**src/hdl/led_anim_pkg.sv**
```systemverilog
// Constants, register map and types for the LED animation command block
package led_anim_pkg;

   // -----------------------------------------------------------------
   // Timing
   // -----------------------------------------------------------------
   localparam int unsigned CLK_HZ = 250_000_000;
   localparam int unsigned OSC_HZ = 2_400_000;
   localparam int unsigned OSC_CLK_RATIO = CLK_HZ / OSC_HZ;
   localparam int unsigned FRAME_OSC_CYCLES = (256 + 16) * 9;
   localparam int unsigned FRAME_CLK_CYCLES = FRAME_OSC_CYCLES * OSC_CLK_RATIO;
   localparam int unsigned PAGE_HOLD_UNIT = 8;
   localparam int unsigned SCROLL_UNIT = 32;
   localparam logic [3:0] SCROLL_POSITIONS = 4'h9;
   localparam logic [3:0] GRAY_PAGE_LIMIT = 4'h2;

   // -----------------------------------------------------------------
   // APB map: byte address is four times the index
   // -----------------------------------------------------------------
   localparam int unsigned ADDR_W = 12;
   localparam logic [7:0] IDX_MOVIE_START = 8'h11;
   localparam logic [7:0] IDX_LOOP_COUNT = 8'h13;
   localparam logic [7:0] IDX_PAGE_HOLD = 8'h14;
   localparam logic [7:0] IDX_FINAL_PAGE = 8'h15;
   localparam logic [7:0] IDX_SCROLL = 8'h20;
   localparam logic [7:0] IDX_SEQ_MODE = 8'h30;
   localparam logic [7:0] IDX_DEPTH = 8'h31;
   localparam logic [7:0] IDX_FADE = 8'h32;
   localparam logic [7:0] IDX_STATUS = 8'h40;

   // -----------------------------------------------------------------
   // Reset values
   // -----------------------------------------------------------------
   localparam logic [7:0] RST_MOVIE_START = 8'h00;
   localparam logic [7:0] RST_LOOP_COUNT = 8'h00;
   localparam logic [7:0] RST_PAGE_HOLD = 8'h04;
   localparam logic [7:0] RST_FINAL_PAGE = 8'h00;
   localparam logic [7:0] RST_SCROLL = 8'h00;
   localparam logic [7:0] RST_SEQ_MODE = 8'h00;
   localparam logic [7:0] RST_DEPTH = 8'h00;
   localparam logic [7:0] RST_FADE = 8'h4a;

   // -----------------------------------------------------------------
   // Field positions and masks
   // -----------------------------------------------------------------
   localparam int unsigned MOVIE_RUN_BIT = 7;
   localparam int unsigned LOOP_ENDLESS_BIT = 3;
   localparam int unsigned SCROLL_ON_BIT = 7;
   localparam int unsigned SCROLL_RIGHT_BIT = 5;
   localparam int unsigned DEPTH_BIT = 7;
   localparam int unsigned FADE_ON_BIT = 7;
   localparam int unsigned GAMMA_BIT = 6;
   localparam int unsigned GLOBAL_BIT = 5;
   localparam int unsigned FADE_OUT_BIT = 4;
   localparam logic [7:0] MASK_MOVIE_START = 8'h8f;
   localparam logic [7:0] MASK_NIBBLE = 8'h0f;
   localparam logic [7:0] MASK_PAGE_HOLD = 8'h3f;
   localparam logic [7:0] MASK_SCROLL = 8'hbf;
   localparam logic [7:0] MASK_SEQ_MODE = 8'h01;
   localparam logic [7:0] MASK_DEPTH = 8'h80;

   typedef enum logic [1:0] {
      MOVIE_IDLE = 2'b00,
      MOVIE_PLAY = 2'b01,
      MOVIE_DONE = 2'b11
   } movie_state_t;

endpackage

```
**src/hdl/led_animation_command_set.sv**
```systemverilog
// LED animation command registers, movie sequencer, scroller and fade setup
// Summary of operation
// - Loop register low three bits pick one to eight movie passes; reset gives one.
// - Loop bit 3 plays forever; host stops it by writing zero to seven.
// - Undefined parameter values leave the function's setting unchanged.
// - Page hold register stores six-bit delay, reset value 04h.
// - Each movie page shows for (hold field plus one) times eight frames.
// - One frame is (256+16)*9 oscillator cycles; all frame delays use it.
// - Final page register holds four bits; gray depth allows only pages zero and one.
// - Scroll register: bit 7 on, bit 5 direction, bits 4:0 speed; reset zero.
// - Scroll steps every (speed field plus one) times 32 frames.
// - Scrolling is horizontal, one row, gray depth only.
// - Sequence mode bit 0 picks picture (0) or movie (1).
// - Depth bit 7 picks gray (0) or binary (1) pixels.
// - Fade register: bit 7 on, bit 6 gamma, bit 5 global; reset 4Ah.
// - Fade-out length is one or two base periods; extinguish and light are 1/4, 1/2, 1 or 2 base periods.
// - New fade settings take effect only at the start of a frame.
// - Base period comes from outside; per-dot fade void in binary depth.
// - Movie start register: bit 7 run enable, bits 3:0 first page; reset zero.
//
// Design decision made here: the APB register port.
`timescale 1ns/10ps
module led_animation_command_set
   import led_anim_pkg::*;
#(
   parameter int unsigned FRAME_CYCLES = FRAME_CLK_CYCLES
) (
   input wire logic clk,
   input wire logic resetn,
   input wire logic psel,
   input wire logic penable,
   input wire logic pwrite,
   input wire logic [ADDR_W-1:0] paddr,
   input wire logic [31:0] pwdata,
   input wire logic [11:0] fadeBasePeriod,
   output logic pready,
   output logic [31:0] prdata,
   output logic pslverr,
   output logic frameTick,
   output logic moviePlaying,
   output logic movieFinished,
   output logic [3:0] moviePage,
   output logic binaryDepth,
   output logic scrollStep,
   output logic scrollRight,
   output logic [3:0] scrollOffset,
   output logic fadeEnable,
   output logic gammaCurve,
   output logic fadeGlobal,
   output logic fadePerDot,
   output logic [13:0] fadeOutFrames,
   output logic [13:0] extinguishFrames,
   output logic [13:0] lightFrames
);

   localparam int unsigned FRAME_W = $clog2(FRAME_CYCLES);

   // -----------------------------------------------------------------
   // Registers
   // -----------------------------------------------------------------
   logic [7:0] movieStart;
   logic [7:0] movie_loop_count;
   logic [7:0] movie_page_hold_delay;
   logic [7:0] movie_final_page;
   logic [7:0] scroll_control;
   logic [7:0] display_sequence_mode;
   logic [7:0] pixel_depth_select;
   logic [7:0] fade_control;
   logic [7:0] fadeActive;

   logic movie_run_enable;
   logic [3:0] movie_first_page;
   logic [3:0] loop_count_field;
   logic [5:0] page_hold_field;
   logic [3:0] final_page_field;
   logic scroll_on;
   logic scroll_toward_right;
   logic [4:0] scroll_step_rate;
   logic movie_or_picture_select;
   logic depth_select;

   assign movie_run_enable = movieStart[MOVIE_RUN_BIT];
   assign movie_first_page = movieStart[3:0];
   assign loop_count_field = movie_loop_count[3:0];
   assign page_hold_field = movie_page_hold_delay[5:0];
   assign final_page_field = movie_final_page[3:0];
   assign scroll_on = scroll_control[SCROLL_ON_BIT];
   assign scroll_toward_right = scroll_control[SCROLL_RIGHT_BIT];
   assign scroll_step_rate = scroll_control[4:0];
   assign movie_or_picture_select = display_sequence_mode[0];
   assign depth_select = pixel_depth_select[DEPTH_BIT];

   // -----------------------------------------------------------------
   // APB slave
   // -----------------------------------------------------------------
   logic [7:0] regIndex;
   logic addrAligned;
   logic addrKnown;
   logic writeTaken;
   logic [7:0] wrByte;
   logic pageValueOk;
   movie_state_t movieState;
   logic [7:0] statusWord;

   assign regIndex = paddr[9:2];
   assign addrAligned = (paddr[1:0] == 2'b00) && (paddr[ADDR_W-1:10] == '0);
   assign wrByte = pwdata[7:0];
   assign writeTaken = psel && penable && pready && pwrite && !pslverr;
   // Pages beyond one do not exist in gray depth
   assign pageValueOk = depth_select || (wrByte[3:0] < GRAY_PAGE_LIMIT);
   assign statusWord = {movieState == MOVIE_PLAY, movieState == MOVIE_DONE, 2'b00, moviePage};

   always_comb begin
      unique case (regIndex)
         IDX_MOVIE_START, IDX_LOOP_COUNT, IDX_PAGE_HOLD, IDX_FINAL_PAGE,
         IDX_SCROLL, IDX_SEQ_MODE, IDX_DEPTH, IDX_FADE, IDX_STATUS: begin
            addrKnown = addrAligned;
         end
         default: begin
            addrKnown = 1'b0;
         end
      endcase
   end

   // Zero wait: answer in the first access cycle
   always_ff @(posedge clk or negedge resetn) begin
      if (!resetn) begin
         pready <= 1'b0;
         pslverr <= 1'b0;
      end else begin
         pready <= psel && !penable && !pready;
         pslverr <= psel && !penable && !pready && !addrKnown;
      end
   end

   always_ff @(posedge clk or negedge resetn) begin
      if (!resetn) begin
         prdata <= '0;
      end else if (psel && !penable && !pwrite) begin
         unique case (regIndex)
            IDX_MOVIE_START: prdata <= {24'h000000, movieStart};
            IDX_LOOP_COUNT: prdata <= {24'h000000, movie_loop_count};
            IDX_PAGE_HOLD: prdata <= {24'h000000, movie_page_hold_delay};
            IDX_FINAL_PAGE: prdata <= {24'h000000, movie_final_page};
            IDX_SCROLL: prdata <= {24'h000000, scroll_control};
            IDX_SEQ_MODE: prdata <= {24'h000000, display_sequence_mode};
            IDX_DEPTH: prdata <= {24'h000000, pixel_depth_select};
            IDX_FADE: prdata <= {24'h000000, fade_control};
            IDX_STATUS: prdata <= {24'h000000, statusWord};
            default: prdata <= '0;
         endcase
      end
   end

   // -----------------------------------------------------------------
   // Command parameter registers
   // -----------------------------------------------------------------
   always_ff @(posedge clk or negedge resetn) begin
      if (!resetn) begin
         movieStart <= RST_MOVIE_START;
      end else if (writeTaken && regIndex == IDX_MOVIE_START && pageValueOk) begin
         movieStart <= wrByte & MASK_MOVIE_START;
      end
   end

   // Every nibble is a legal loop value, so no write is refused
   always_ff @(posedge clk or negedge resetn) begin
      if (!resetn) begin
         movie_loop_count <= RST_LOOP_COUNT;
      end else if (writeTaken && regIndex == IDX_LOOP_COUNT) begin
         movie_loop_count <= wrByte & MASK_NIBBLE;
      end
   end

   always_ff @(posedge clk or negedge resetn) begin
      if (!resetn) begin
         movie_page_hold_delay <= RST_PAGE_HOLD;
      end else if (writeTaken && regIndex == IDX_PAGE_HOLD) begin
         movie_page_hold_delay <= wrByte & MASK_PAGE_HOLD;
      end
   end

   always_ff @(posedge clk or negedge resetn) begin
      if (!resetn) begin
         movie_final_page <= RST_FINAL_PAGE;
      end else if (writeTaken && regIndex == IDX_FINAL_PAGE && pageValueOk) begin
         movie_final_page <= wrByte & MASK_NIBBLE;
      end
   end

   always_ff @(posedge clk or negedge resetn) begin
      if (!resetn) begin
         scroll_control <= RST_SCROLL;
      end else if (writeTaken && regIndex == IDX_SCROLL) begin
         scroll_control <= wrByte & MASK_SCROLL;
      end
   end

   always_ff @(posedge clk or negedge resetn) begin
      if (!resetn) begin
         display_sequence_mode <= RST_SEQ_MODE;
      end else if (writeTaken && regIndex == IDX_SEQ_MODE) begin
         display_sequence_mode <= wrByte & MASK_SEQ_MODE;
      end
   end

   always_ff @(posedge clk or negedge resetn) begin
      if (!resetn) begin
         pixel_depth_select <= RST_DEPTH;
      end else if (writeTaken && regIndex == IDX_DEPTH) begin
         pixel_depth_select <= wrByte & MASK_DEPTH;
      end
   end

   always_ff @(posedge clk or negedge resetn) begin
      if (!resetn) begin
         fade_control <= RST_FADE;
      end else if (writeTaken && regIndex == IDX_FADE) begin
         fade_control <= wrByte;
      end
   end

   // -----------------------------------------------------------------
   // Frame timebase
   // -----------------------------------------------------------------
   logic [FRAME_W-1:0] frameCount;

   always_ff @(posedge clk or negedge resetn) begin
      if (!resetn) begin
         frameCount <= '0;
         frameTick <= 1'b0;
      end else if (frameCount == FRAME_W'(FRAME_CYCLES - 1)) begin
         frameCount <= '0;
         frameTick <= 1'b1;
      end else begin
         frameCount <= frameCount + 1'b1;
         frameTick <= 1'b0;
      end
   end

   // -----------------------------------------------------------------
   // Movie sequencer
   // -----------------------------------------------------------------
   logic movieRun;
   logic [9:0] holdCount;
   logic [9:0] holdLast;
   logic [2:0] passCount;
   logic holdDone;

   assign movieRun = movie_or_picture_select && movie_run_enable;
   assign holdLast = 10'((({4'h0, page_hold_field} + 10'd1) * PAGE_HOLD_UNIT) - 1);
   assign holdDone = frameTick && (holdCount == holdLast);

   // Host may lower the loop value mid-play, so compare with at-or-above
   always_ff @(posedge clk or negedge resetn) begin
      if (!resetn) begin
         movieState <= MOVIE_IDLE;
         moviePage <= '0;
         holdCount <= '0;
         passCount <= '0;
      end else begin
         unique case (movieState)
            MOVIE_IDLE: begin
               if (movieRun) begin
                  movieState <= MOVIE_PLAY;
                  moviePage <= movie_first_page;
                  holdCount <= '0;
                  passCount <= '0;
               end
            end
            MOVIE_PLAY: begin
               if (!movieRun) begin
                  movieState <= MOVIE_IDLE;
               end else if (holdDone) begin
                  holdCount <= '0;
                  if (moviePage == final_page_field) begin
                     if (loop_count_field[LOOP_ENDLESS_BIT]
                         || passCount < loop_count_field[2:0]) begin
                        moviePage <= movie_first_page;
                        passCount <= passCount + 1'b1;
                     end else begin
                        movieState <= MOVIE_DONE;
                     end
                  end else begin
                     moviePage <= moviePage + 1'b1;
                  end
               end else if (frameTick) begin
                  holdCount <= holdCount + 1'b1;
               end
            end
            MOVIE_DONE: begin
               if (!movieRun) begin
                  movieState <= MOVIE_IDLE;
               end
            end
            default: begin
               movieState <= MOVIE_IDLE;
            end
         endcase
      end
   end

   always_ff @(posedge clk or negedge resetn) begin
      if (!resetn) begin
         moviePlaying <= 1'b0;
         movieFinished <= 1'b0;
         binaryDepth <= 1'b0;
      end else begin
         moviePlaying <= movieState == MOVIE_PLAY;
         movieFinished <= movieState == MOVIE_DONE;
         binaryDepth <= depth_select;
      end
   end

   // -----------------------------------------------------------------
   // Horizontal scroll, single row
   // -----------------------------------------------------------------
   logic scrollActive;
   logic [10:0] scrollCount;
   logic [10:0] scrollLast;

   assign scrollActive = scroll_on && !depth_select;
   assign scrollLast = 11'((({6'h00, scroll_step_rate} + 11'd1) * SCROLL_UNIT) - 1);

   always_ff @(posedge clk or negedge resetn) begin
      if (!resetn) begin
         scrollCount <= '0;
         scrollOffset <= '0;
         scrollStep <= 1'b0;
         scrollRight <= 1'b0;
      end else begin
         scrollStep <= 1'b0;
         scrollRight <= scroll_toward_right;
         if (!scrollActive) begin
            scrollCount <= '0;
            scrollOffset <= '0;
         end else if (frameTick && scrollCount == scrollLast) begin
            scrollCount <= '0;
            scrollStep <= 1'b1;
            if (scroll_toward_right) begin
               scrollOffset <= (scrollOffset == SCROLL_POSITIONS - 4'h1) ? 4'h0
                                                                      : scrollOffset + 4'h1;
            end else begin
               scrollOffset <= (scrollOffset == 4'h0) ? SCROLL_POSITIONS - 4'h1
                                                     : scrollOffset - 4'h1;
            end
         end else if (frameTick) begin
            scrollCount <= scrollCount + 1'b1;
         end
      end
   end

   // -----------------------------------------------------------------
   // Fade setup
   // -----------------------------------------------------------------
   // Mid-frame changes would tear the fade ramp, so latch at frame start
   always_ff @(posedge clk or negedge resetn) begin
      if (!resetn) begin
         fadeActive <= RST_FADE;
      end else if (frameTick) begin
         fadeActive <= fade_control;
      end
   end

   function automatic logic [13:0] scaleBase(input logic [1:0] sel, input logic [11:0] base);
      logic [13:0] wide;
      wide = {2'b00, base};
      unique case (sel)
         2'b00: scaleBase = wide >> 2;
         2'b01: scaleBase = wide >> 1;
         2'b10: scaleBase = wide;
         2'b11: scaleBase = wide << 1;
      endcase
   endfunction

   always_ff @(posedge clk or negedge resetn) begin
      if (!resetn) begin
         fadeEnable <= 1'b0;
         gammaCurve <= 1'b1;
         fadeGlobal <= 1'b0;
         fadePerDot <= 1'b0;
         fadeOutFrames <= '0;
         extinguishFrames <= '0;
         lightFrames <= '0;
      end else begin
         fadeEnable <= fadeActive[FADE_ON_BIT];
         gammaCurve <= fadeActive[GAMMA_BIT];
         fadeGlobal <= fadeActive[GLOBAL_BIT];
         fadePerDot <= fadeActive[FADE_ON_BIT] && !fadeActive[GLOBAL_BIT]
                       && !depth_select;
         fadeOutFrames <= scaleBase({1'b1, fadeActive[FADE_OUT_BIT]}, fadeBasePeriod);
         extinguishFrames <= scaleBase(fadeActive[3:2], fadeBasePeriod);
         lightFrames <= scaleBase(fadeActive[1:0], fadeBasePeriod);
      end
   end

endmodule

```
**config.mk**
```make
export PLATFORM = sky130hd
export DESIGN_NAME = led_animation_command_set
export DESIGN_NICKNAME = d
export VERILOG_FILES = /design/src/hdl/led_anim_pkg.sv /design/src/hdl/led_animation_command_set.sv
export SDC_FILE = /design/constraint.sdc
export NUM_CORES = 1
export LEC_CHECK = 0
export ABC_AREA = 1
export BUFFER_PORTS_ARGS = -buffer_cell sky130_fd_sc_hd__buf_4
export CAP_MARGIN = 10
export CORE_MARGIN = 10
export CORE_UTILIZATION = 40
export CTS_BUF_LIST = sky130_fd_sc_hd__clkbuf_8
export DETAILED_ROUTE_END_ITERATION = 7
export GPL_ROUTABILITY_DRIVEN = 0
export GPL_TIMING_DRIVEN = 0
export PLACE_DENSITY = 0.72
export SLEW_MARGIN = 10
export SYNTH_ARGS = -nofsm -noshare
export SYNTH_HDL_FRONTEND = slang
export SYNTH_SLANG_ARGS = --single-unit
```
**constraint.sdc**
```tcl
create_clock -name clk -period 5.6 [get_ports clk]
set_clock_uncertainty 0.1 [all_clocks]
set_input_delay 1.12 -clock clk [delete_from_list [all_inputs] [get_ports clk]]
set_output_delay 1.12 -clock clk [all_outputs]
set_load 0.005 [all_outputs]
```
==> impl_metrics.env <==
export IMPL_worst_pin_slew_ns=1.01
export IMPL_worst_setup_path_end_kind="output port"
export IMPL_dp_hpwl_um=15700
export IMPL_cp_top_family="flip-flops"
export IMPL_grt_setup_unrepaired="false"
export IMPL_cpPeakStageDelay_ns=0.57
export IMPL_critPathMaxFanout=7
export IMPL_drive_above_1_share_pct=19.1
export IMPL_start_util_pct=40.5
export IMPL_clk_latency_ns=0.47
export IMPL_worstPathCellList="buf_4 -> buf_4"
export IMPL_grt_first_pass_wirelength_um=33500
export IMPL_syn_mean_instance_area_um2=8.25
export IMPL_nFillCells=1899
export IMPL_overflow=0
export IMPL_wirelength_um=20500
export IMPL_dr_pass1_iters=5
export IMPL_nets=1208
export IMPL_power_leakage_uw=0.00474
export IMPL_cts_resized=0
export IMPL_num_vias=7094
export IMPL_ctsLongestPathBuffers=2
export IMPL_ys_flop_type="dfrtp_1"
export IMPL_antenna_found_initial=0
export IMPL_drt_vias_per_instance=5.00
export IMPL_cts_sinks=155
export IMPL_synth_cell_types=56
export IMPL_worstPathArrival_ns=1.32
export IMPL_cts_made_buffers=17
export IMPL_dieWidth_um=163
export IMPL_setup_viol=0
export IMPL_layout_min_cycle_time_ns=2.54
export IMPL_required_ns=4.38
export IMPL_hold_viol=0
export IMPL_clk_pin_slew_ns=0.10
export IMPL_ys_seq_area_share_pct=47.8
export IMPL_ant_nets=0
export IMPL_slowest_stage="dfrtp_1"
export IMPL_startpoint_type="flop"
export IMPL_max_slew_margin_rel_pct=32.0
export IMPL_synthesis_area_mm2=0.00814
export IMPL_crit_type="reg2out"
export IMPL_cts_max_level=4
export IMPL_crit_buf_inv=2
export IMPL_synth_edff_count=0
export IMPL_syn_inst=987
export IMPL_drc=0
export IMPL_ys_ff_latch=155
export IMPL_maxCapViolCount=0
export IMPL_final_common_cell="nand2_1"
export IMPL_drtIter0Drc=470
export IMPL_hold_buffers=0
export IMPL_synthToLayoutAreaGrowth_pct=20.5
export IMPL_num_rows=52
export IMPL_final_cell_mix="nand2_1 (235), dfrtp_1 (147), buf_4 (133)"
export IMPL_reg2reg_slack_ns=3.21
export IMPL_wl_per_cell_um=14.5
export IMPL_die_h_um=163
export IMPL_slew_violations=0
export IMPL_fin_crit_sh_pct=45.4
export IMPL_post_cts_buffers=0
export IMPL_max_freq_mhz=393
export IMPL_hold_class="reg2reg"
export IMPL_ios=155
export IMPL_clockRootBuffer="clkbuf_8"
export IMPL_grt_pass1_vias=6646
export IMPL_vdd_drop_max_uv=170
export IMPL_gr_usage_all_layers_pct=15.4
export IMPL_die_area_mm2=0.0265
export IMPL_core_mm2=0.0201
export IMPL_crit_top_cell="buf_4"
export IMPL_grt_max_degree=81
export IMPL_antenna_diode_count=0
export IMPL_status="finished clean"
export IMPL_power_density_mw_per_mm2=224
export IMPL_cts_tree="built"
export IMPL_worst_hold_slack_ns=0.273
export IMPL_port_buffers=102
export IMPL_synth_async_sr_flop_share_pct=100
export IMPL_yosysWarningCount=0
export IMPL_tns_ns=0
export IMPL_seq_area_mm2=0.00389
export IMPL_multi_input_area_mm2=0.00351
==> area by class of cell <==
cell class	instances	share of cell area, %
plain buffers	52	3.70
multi-input cells	678	35.7
inverters	128	4.90
clock buffers	17	2.38
repair buffers	103	8.16
flip-flops and latches	155	39.6
well taps	270	3.44
clock inverters	15	2.04
==> metal layers <==
metal  share of wire, %  global-route usage, %  vias to the layer above
li1                   -                      -                     3463
met1                 45                   20.3                     3304
met3                8.1                   4.27                       36
met4                2.0                   5.41                        0
met2                 45                   23.9                      291
met5                  0                      0                        -
==> path summary, 6_finish.rpt <==
check | start | endpoint | cells past startpoint
min in group asynchronous | resetn | extinguishFrames[4] | 1
max in group asynchronous | resetn | fadeActive[3] | 2
max reg2reg | movie_page_hold_delay[1] | passCount[0] | 17
min reg2reg | fadeActive[6] | gammaCurve | 0
min | fadeActive[6] | gammaCurve | 0
max | moviePage[0] | moviePage[0] | 2
==> cells in the mapped netlist (8+ instances only) <==
library cell  number  area, um2
nor2_2            10       62.6
a21oi_1           41        205
nor3_1            17       85.1
nand4_1           15       93.8
clkbuf_1          14       52.6
inv_1            125        469
nand3_1           44        220
nand2_1          235        882
nor2_1            59        221
dfrtp_1          147       3680
o21ai_0           91        455
buf_4             32        240
xor2_1            29        254
ha_1              12        150
o22ai_1           18        113
nor4_1             8       50.1
dfstp_2            8        210
==> worst register-to-register path, cell delays in order, from the launching register on <==
cell,delay (ns)
dfrtp_1,0.48
ha_1,0.24
buf_4,0.16
inv_2,0.06
nand2_1,0.06
nand2_2,0.09
nand2_1,0.08
nand2_1,0.08
nand2_1,0.05
nand2_1,0.05
nand2_1,0.05
nor2_1,0.13
nand4_2,0.18
nand2_4,0.13
buf_12,0.13
nand3_4,0.09
nand2_1,0.07
o21ai_1,0.06
==> where the power goes <==
group | leakage (uW) | internal, uW | switching, uW
registers | 0.00204 | 1130 | 5.20
clock network | 0.000214 | 457 | 473
logic | 0.00249 | 53.7 | 72.0
==> metrics by stage <==
stage	instance area [um2]	worst slack, ns	util [%]	instances	power, uW
after detailed placement	9380	2.63	46.6	1386	1290
final	9810	3.06	48.8	1418	2190
after global routing	9810	2.86	48.8	1418	2280
after CTS	9810	3.06	48.8	1418	2210
after global placement	9340	2.55	46.5	1385	1280
after floorplan	8240	3.13	-	1013	1200
==> kinds of logic after synthesis <==
group | after synthesis | synth area share, %
AND/OR/NAND/NOR | 417 | 22.9
adder cells (fa/ha/maj) | 12 | 1.84
XOR/XNOR | 37 | 4.07
buffers and inverters | 180 | 10.4
multiplexers | 1 | 0.123
other | 1 | 0.0461
AO/OA/AOI/OAI | 184 | 12.8
flip-flops | 155 | 47.8
==> registers in the layout (all words and copies together), names as in the netlist, 10 cells and up <==
signal and count:
scrollCount 11, extinguishFrames 13, holdCount 10, frameCount 18
lightFrames 13, fadeOutFrames 13
Power figures use the tool's default switching activity.
